[config.mk]
export PLATFORM = sky130hd
export DESIGN_NAME = rpt_host_flat
export DESIGN_NICKNAME = d
export VERILOG_FILES = /design/src/logic/rpt_pkg.sv /design/src/logic/rpt_link_if.sv /design/src/logic/rpt_host.sv /design/src/flat_wrapper.sv
export VERILOG_INCLUDE_DIRS = /design/src /design/src/logic
export SDC_FILE = /design/constraint.sdc
export NUM_CORES = 1
export LEC_CHECK = 0
export BUFFER_PORTS_ARGS = -buffer_cell sky130_fd_sc_hd__buf_2
export CAP_MARGIN = 5
export CORE_UTILIZATION = 50
export CTS_BUF_LIST = sky130_fd_sc_hd__clkbuf_4 sky130_fd_sc_hd__clkbuf_8
export DETAILED_ROUTE_END_ITERATION = 10
export HOLD_SLACK_MARGIN = 0.1
export PLACE_DENSITY = 0.72
export RECOVER_POWER = 25
export SLEW_MARGIN = 10
export SYNTH_ARGS = -nofsm -noshare
export SYNTH_HDL_FRONTEND = slang
export SYNTH_SLANG_ARGS = --single-unit
[constraint.sdc]
create_clock -name clock -period 2.7 [get_ports clock]
set_input_delay 0.135 -clock clock [delete_from_list [all_inputs] [get_ports clock]]
set_output_delay 0.135 -clock clock [all_outputs]
set_load 0.05 [all_outputs]
[src/logic/rpt_map.svh]
// Timing constants for the RGB panel timing and reset link
`ifndef RPT_MAP_SVH
`define RPT_MAP_SVH
`define RPT_HSYNC_LOW_WIDTH        8'h04
`define RPT_H_BACK_PORCH           8'h08
`define RPT_HORIZONTAL_ACTIVE      10'h1e0
`define RPT_HORIZONTAL_FRONT_PORCH 8'h08
`define RPT_VSYNC_LOW_WIDTH        8'h02
`define RPT_VERTICAL_BACK_PORCH    8'h04
`define RPT_VERTICAL_ACTIVE        10'h356
`define RPT_VERTICAL_FRONT_PORCH   8'h04
`define RPT_HOST_DIV               4'h1
`define RPT_PIXEL_MHZ_X10          32'd240
`define RPT_SPIKE_REJECT_NS        32'd5000
`define RPT_RESET_ACCEPT_NS        32'd9000
`define RPT_RESET_LOW_MIN_NS       32'd10000
`define RPT_CMD_WAIT_US            32'd5000
`define RPT_WAKE_WAIT_US           32'd120000
`define RPT_CLOCK_MHZ              32'd20
`define RPT_FILTER_CYCLES (((`RPT_SPIKE_REJECT_NS+`RPT_RESET_ACCEPT_NS)/2*`RPT_PIXEL_MHZ_X10+9999)/10000)
`define RPT_RESET_HOLD_CYCLES ((`RPT_RESET_LOW_MIN_NS*`RPT_CLOCK_MHZ+999)/1000)
`define RPT_CMD_WAIT_CYCLES (`RPT_CMD_WAIT_US*`RPT_CLOCK_MHZ)
`define RPT_WAKE_WAIT_CYCLES (`RPT_WAKE_WAIT_US*`RPT_CLOCK_MHZ)
`define RPT_RELOAD_CYCLES 32'd2000
`endif

[src/logic/rpt_pkg.sv]
// Types shared by both ends of the RGB panel link
`default_nettype none
package rpt_pkg;
  typedef enum logic [1:0] {RPT_SYNC, RPT_BACK, RPT_ACTIVE, RPT_FRONT}
    rpt_phase_type;
  typedef enum logic [1:0] {RPT_RUN, RPT_RESETTING, RPT_RELOAD}
    rpt_dev_state_type;
endpackage
`default_nettype wire

[src/logic/rpt_link_if.sv]
// Pixel bus and reset wires between host and panel
`timescale 1ns/1ns
`default_nettype none
interface rpt_link_if;
  logic        pixel_clock;
  logic        hsync_n;
  logic        vsync_n;
  logic        data_enable;
  logic [23:0] pixel_data;
  logic        reset_n;
  modport host (output pixel_clock, hsync_n, vsync_n, data_enable,
                output pixel_data, reset_n);
  modport panel (input pixel_clock, hsync_n, vsync_n, data_enable,
                 input pixel_data, reset_n);
endinterface
`default_nettype wire

[src/logic/rpt_host.sv]
// Host end: generates pixel clock, frame timing, data and reset
`timescale 1ns/1ns
`default_nettype none
`include "rpt_map.svh"
module rpt_host
  import rpt_pkg::*;
#(
  parameter int CMD_WAIT  = `RPT_CMD_WAIT_CYCLES,
  parameter int WAKE_WAIT = `RPT_WAKE_WAIT_CYCLES
)(
  input  wire logic        clock,         // System clock
  input  wire logic        reset_n,       // Async reset
  input  wire logic        clock_enable,  // Freeze when low
  input  wire logic        panel_reset,   // Pulse: reset the panel
  input  wire logic        pix_valid,     // Pixel word offered
  input  wire logic [23:0] pix_data,      // Pixel word
  output logic             pix_ready,     // Buffer has room
  output logic             cmd_allowed,   // Serial commands allowed
  output logic             wake_allowed,  // Low-power exit allowed
  rpt_link_if.host         link           // Panel link
);
  logic [3:0]    div_reg;
  logic          pclk_reg;
  logic          tick;
  rpt_phase_type hph_reg, vph_reg;
  logic [9:0]    hcnt_reg, vcnt_reg;
  logic          hs_reg, vs_reg, de_reg;
  logic [23:0]   pd_reg;
  logic [23:0]   buf_mem [2];
  logic          wr_reg, rd_reg;
  logic [1:0]    cnt_reg;
  logic          pop;
  logic [31:0]   rst_cnt_reg;
  logic          rst_out_reg;
  logic [31:0]   wait_reg;

  function automatic logic [9:0] phase_len(input rpt_phase_type p,
                                           input logic vert);
    if (p == RPT_SYNC)
      phase_len = vert ? {2'h0, `RPT_VSYNC_LOW_WIDTH}
                       : {2'h0, `RPT_HSYNC_LOW_WIDTH};
    else if (p == RPT_BACK)
      phase_len = vert ? {2'h0, `RPT_VERTICAL_BACK_PORCH}
                       : {2'h0, `RPT_H_BACK_PORCH};
    else if (p == RPT_ACTIVE)
      phase_len = vert ? `RPT_VERTICAL_ACTIVE : `RPT_HORIZONTAL_ACTIVE;
    else
      phase_len = vert ? {2'h0, `RPT_VERTICAL_FRONT_PORCH}
                       : {2'h0, `RPT_HORIZONTAL_FRONT_PORCH};
  endfunction

  // ==========================================================
  // Pixel clock divider
  // ==========================================================
  always_ff @(posedge clock or negedge reset_n)
    if (!reset_n)
    begin
      div_reg  <= 4'h0;
      pclk_reg <= 1'b0;
    end
    else if (clock_enable)
    begin
      if (div_reg == `RPT_HOST_DIV - 4'h1)
      begin
        div_reg  <= 4'h0;
        pclk_reg <= ~pclk_reg;
      end
      else
        div_reg <= div_reg + 4'h1;
    end
  assign tick = clock_enable && pclk_reg &&
                (div_reg == `RPT_HOST_DIV - 4'h1);

  // ==========================================================
  // Line and frame counters
  // ==========================================================
  always_ff @(posedge clock or negedge reset_n)
    if (!reset_n)
    begin
      hph_reg  <= RPT_SYNC;
      vph_reg  <= RPT_SYNC;
      hcnt_reg <= 10'h0;
      vcnt_reg <= 10'h0;
    end
    else if (tick)
    begin
      if (hcnt_reg == phase_len(hph_reg, 1'b0) - 10'h1)
      begin
        hcnt_reg <= 10'h0;
        hph_reg  <= rpt_phase_type'(hph_reg + 2'h1);
        if (hph_reg == RPT_FRONT)
        begin
          if (vcnt_reg == phase_len(vph_reg, 1'b1) - 10'h1)
          begin
            vcnt_reg <= 10'h0;
            vph_reg  <= rpt_phase_type'(vph_reg + 2'h1);
          end
          else
            vcnt_reg <= vcnt_reg + 10'h1;
        end
      end
      else
        hcnt_reg <= hcnt_reg + 10'h1;
    end

  // ==========================================================
  // Two-entry pixel buffer
  // ==========================================================
  assign pop = tick && hph_reg == RPT_ACTIVE && vph_reg == RPT_ACTIVE &&
               cnt_reg != 2'h0;
  always_ff @(posedge clock or negedge reset_n)
    if (!reset_n)
    begin
      wr_reg  <= 1'b0;
      rd_reg  <= 1'b0;
      cnt_reg <= 2'h0;
    end
    else if (clock_enable)
    begin
      if (pix_valid && pix_ready)
        wr_reg <= ~wr_reg;
      if (pop)
        rd_reg <= ~rd_reg;
      cnt_reg <= cnt_reg + {1'b0, pix_valid && pix_ready} - {1'b0, pop};
    end
  always_ff @(posedge clock)
    if (clock_enable && pix_valid && pix_ready)
      buf_mem[wr_reg] <= pix_data;
  always_ff @(posedge clock or negedge reset_n)
    if (!reset_n)
      pix_ready <= 1'b0;
    else if (clock_enable)
      pix_ready <= (cnt_reg + {1'b0, pix_valid && pix_ready}
                    - {1'b0, pop}) < 2'h2;

  // ==========================================================
  // Pin registers, updated on the falling pixel clock edge
  // ==========================================================
  always_ff @(posedge clock or negedge reset_n)
    if (!reset_n)
    begin
      hs_reg <= 1'b1;
      vs_reg <= 1'b1;
      de_reg <= 1'b0;
      pd_reg <= 24'h0;
    end
    else if (tick)
    begin
      hs_reg <= hph_reg != RPT_SYNC;
      vs_reg <= vph_reg != RPT_SYNC;
      de_reg <= pop;
      pd_reg <= pop ? buf_mem[rd_reg] : 24'h0;
    end

  // ==========================================================
  // Panel reset pulse and post-release waits
  // ==========================================================
  always_ff @(posedge clock or negedge reset_n)
    if (!reset_n)
    begin
      rst_cnt_reg <= 32'h0;
      rst_out_reg <= 1'b0;
      wait_reg    <= 32'h0;
      cmd_allowed  <= 1'b0;
      wake_allowed <= 1'b0;
    end
    else if (clock_enable)
    begin
      if (panel_reset && rst_out_reg)
      begin
        rst_out_reg <= 1'b0;
        rst_cnt_reg <= 32'h0;
      end
      else if (!rst_out_reg)
      begin
        if (rst_cnt_reg == `RPT_RESET_HOLD_CYCLES - 1)
          rst_out_reg <= 1'b1;
        else
          rst_cnt_reg <= rst_cnt_reg + 32'h1;
      end
      if (!rst_out_reg)
        wait_reg <= 32'h0;
      else if (wait_reg < WAKE_WAIT)
        wait_reg <= wait_reg + 32'h1;
      cmd_allowed  <= rst_out_reg && wait_reg >= CMD_WAIT;
      wake_allowed <= rst_out_reg && wait_reg >= WAKE_WAIT;
    end

  assign link.pixel_clock = pclk_reg;
  assign link.hsync_n     = hs_reg;
  assign link.vsync_n     = vs_reg;
  assign link.data_enable = de_reg;
  assign link.pixel_data  = pd_reg;
  assign link.reset_n     = rst_out_reg;
endmodule
`default_nettype wire

[src/flat_wrapper.sv]
// flat-port wrapper written by rule: the top's interface ports become plain ports
module rpt_host_flat import rpt_pkg::*;
#(
  parameter int CMD_WAIT  = `RPT_CMD_WAIT_CYCLES,
  parameter int WAKE_WAIT = `RPT_WAKE_WAIT_CYCLES
)
  (clock, reset_n, clock_enable, panel_reset, pix_valid, pix_data, pix_ready, cmd_allowed, wake_allowed, link_pixel_clock, link_hsync_n, link_vsync_n, link_data_enable, link_pixel_data, link_reset_n);
  rpt_link_if link_i ();
  input  wire logic clock;
  input  wire logic reset_n;
  input  wire logic clock_enable;
  input  wire logic panel_reset;
  input  wire logic pix_valid;
  input  wire logic [23:0] pix_data;
  output logic pix_ready;
  output logic cmd_allowed;
  output logic wake_allowed;
  output wire logic [$bits(link_i.pixel_clock)-1:0] link_pixel_clock;
  output wire logic [$bits(link_i.hsync_n)-1:0] link_hsync_n;
  output wire logic [$bits(link_i.vsync_n)-1:0] link_vsync_n;
  output wire logic [$bits(link_i.data_enable)-1:0] link_data_enable;
  output wire logic [$bits(link_i.pixel_data)-1:0] link_pixel_data;
  output wire logic [$bits(link_i.reset_n)-1:0] link_reset_n;
  assign link_pixel_clock = link_i.pixel_clock;
  assign link_hsync_n = link_i.hsync_n;
  assign link_vsync_n = link_i.vsync_n;
  assign link_data_enable = link_i.data_enable;
  assign link_pixel_data = link_i.pixel_data;
  assign link_reset_n = link_i.reset_n;
  rpt_host #(.CMD_WAIT(CMD_WAIT), .WAKE_WAIT(WAKE_WAIT)) u_core (.clock(clock), .reset_n(reset_n), .clock_enable(clock_enable), .panel_reset(panel_reset), .pix_valid(pix_valid), .pix_data(pix_data), .pix_ready(pix_ready), .cmd_allowed(cmd_allowed), .wake_allowed(wake_allowed), .link(link_i));
endmodule
==> metrics.cfg <==
[yosys]
synth_xor_area_frac=0.0313
synth_async_sr_flop_share=0.727
synth.area.mux_share=0.0361
synthAdderAreaFrac=0.0247
synthSimpleGateAreaFrac=0.197
synth-seq-cells=176
synth_top_family_by_area=simple AND/OR/NAND/NOR gates
synth_warnings=0
yosysTopAreaCellShare=0.389
syn_nets=787
synth_top_area_cell=dfrtp_1
syn_area_um2=8110
synth_compound_area_frac=0.111
ys_top_cells_by_area=dfrtp_1 39%, edfxtp_1 18%, o21ai_0 3.9%
avgSynthCellArea_um2=10.9
synth.distinct_cells=60
synth-edff-count=48
seq_area_frac_synth=0.573
ys.flop_type=dfrtp_1
postSynthCellCount=742

[clocking]
cts_buffers=17
post_cts_buffers=0
hold_buffers=26
clockBufferDepth=2
clk_latency_ps=480
cts_sinks=176
path_clk_slew_ps=100
cts_tree=yes
cts_resized=0
cts_root_buf=clkbuf_8
ctsHtreeMaxLevel=4

[sta]
worstMarginPinSlew_ps=1500
rsz0062_at_grt=no
finalHoldViolCount=0
setup_slack_ps=236
slew_headroom=-0.00175
min_period_ps=2460
max_clock_freq_ghz=0.406
skew_ps=11.4
setup_viol=0
fin_crit_sh=0.913
hold_ws_ps=150
fin_tns_setup_ps=0
drv_slew=57

[setup_path]
cp.required_ps=3060
crit_path_start_kind=register
crit_fanout=8
cp_top_family=adder cells
crit_path_top_delay_cell=dfrtp_1
arrival_ps=2830
path_buf_inv=3
cp_slowest_stage_delay_ps=410
crit_type=register to register
crit_chain=inv_1, ha_1, and4bb_2, and2_1, o2111ai_2, inv_1, ha_1, inv_1, ha_1, xor2_1, xor2_1, a21oi_1
worstSetupEndpointType=register

[floorplanning]
dieArea_um2=16700
die_x_um=129
core_um2=15900
ios=61
die_h_um=129
initial_core_util=0.511
num_rows=46

[power]
vdd_drop_max_mv=0.427
p_leak_uw=0.00388
p_per_area_nw_per_um2=628

[status]
violations=capacitance limit, slew limit
status=complete, but fails checks

[route]
routed_wl_mm=17.2
drtIter0Drc=450
vias_per_cell=5.73
first_pass_iters=5
detail-route-antenna-nets=0
wl_per_cell_um=16.2
vias=6089
drc=0

[placement]
io_buffers=60
dp_hpwl_mm=11.4
gp_congestion=0.876
dpl.cell_count=1005
preCtsSetupSlack_ps=232

[final_layout]
largest_reg_flops=48
n_fill_cell=1316
fin_util=0.591
area_growth_pct=15.8
drive_gt1_frac=0.132
nNetsFinal=879
num_antenna_cells=0
fin_cells=1063

[job]
maxCapViolations=1

[global_routing]
grt_pass1_vias=6030
overflow=0
antenna_found_initial=0
grt_max_degree=59
grt_pass1_wl_mm=28.6
grt_usage=0.221

[min_path]
hp-class=input port to register

==> layout make-up <==
type | instances | area (um2) | share of cell area
sequential | 176 | 4650 | 0.495
clock buffer | 17 | 234 | 0.0249
inverter | 23 | 86.3 | 0.00919
clock inverter | 15 | 205 | 0.0218
timing repair buffer | 104 | 689 | 0.0734
multi-input combinational | 512 | 3260 | 0.347
tap | 216 | 270 | 0.0288
==> cells by family (layout without fill, tap and decap cells) <==
logic type | Yosys count | in the layout
xor+xnor | 29 | 29
buf+inv | 54 | 159
flops | 176 | 176
mux | 29 | 29
fa+ha+maj | 16 | 16
simple gates | 291 | 291
compound gates | 147 | 147
==> through the flow <==
step	total power [uW]	area (um2)
6_report	5900	9400
4_1_cts	5950	9420
5_1_grt	6160	9400
3_3_place_gp	3940	8720
2_1_floorplan	3700	8120
3_5_place_dp	4000	8720
==> worst paths after layout <==
| check | slack [ps] | depth (start not counted) | to | from |
|---|---|---|---|---|
| max in group asynchronous | 1100 | 3 | u_core.link.vsync_n | reset_n |
| hold / removal | 150 | 4 | u_core.wr_reg | pix_valid |
| min in group asynchronous | 550 | 2 | u_core.rst_cnt_reg[26] | reset_n |
| setup / recovery | 240 | 12 | u_core.pix_ready | u_core.div_reg[0] |
| setup reg to reg | 240 | 12 | u_core.pix_ready | u_core.div_reg[0] |
| hold reg to reg | 480 | 2 | u_core.link.hsync_n | u_core.link.hsync_n |
==> Yosys cell counts (3+ instances only) <==
library cell,number
xnor2_1,22
and4_1,7
nand3_1,32
mux2i_1,27
a21boi_0,3
o22ai_1,3
dfrtp_1,126
edfxtp_1,48
or2_2,3
or3_1,23
o21ai_0,63
ha_1,16
clkbuf_1,25
o21a_1,3
nand4_1,23
nor2_1,24
buf_2,4
nor4_1,19
inv_1,23
and2_1,19
nand2_1,82
nand2b_1,7
xor2_1,7
o311ai_0,4
o31ai_1,12
or4_1,15
nor4b_1,4
a21oi_1,29
and3_1,12
o211ai_1,9
nor3_1,7
==> cells in the final DEF, fill, tap and decap left out, types with 9 or more instances in the layout <==
cell,instances
nand2_1,82
clkbuf_1,14
o211ai_1,9
o21ai_0,63
buf_4,17
dfrtp_1,126
dlygate4sd3_1,26
xnor2_1,22
nand4_1,23
and2_1,19
buf_2,44
ha_1,16
and3_1,12
o31ai_1,12
a21oi_1,29
nor4_1,19
clkbuf_8,17
edfxtp_1,48
inv_1,23
or4_1,15
nor2_1,23
mux2i_1,27
nand3_1,32
or3_1,23
==> tightest hold or removal path: cells and delay by family <==
family                 cells  cell delay, ps
XOR/XNOR                   1              80
buffers and inverters      1             100
AND/OR/NAND/NOR            2             280
==> routing by layer <==
metal,track usage,up-vias,wire (um)
met5,0,-,0
met4,0.0913,0,322
met3,0.0434,27,794
met2,0.386,165,8690
met1,0.269,2974,7410
li1,-,2923,-
==> where the power goes <==
group | internal, uW | total, uW | switching [uW] | leakage, uW
Clock | 810 | 1940 | 1130 | 0.000219
Combinational | 268 | 803 | 535 | 0.00151
Sequential | 2980 | 3160 | 178 | 0.00215
Power figures use the tool's default switching activity.
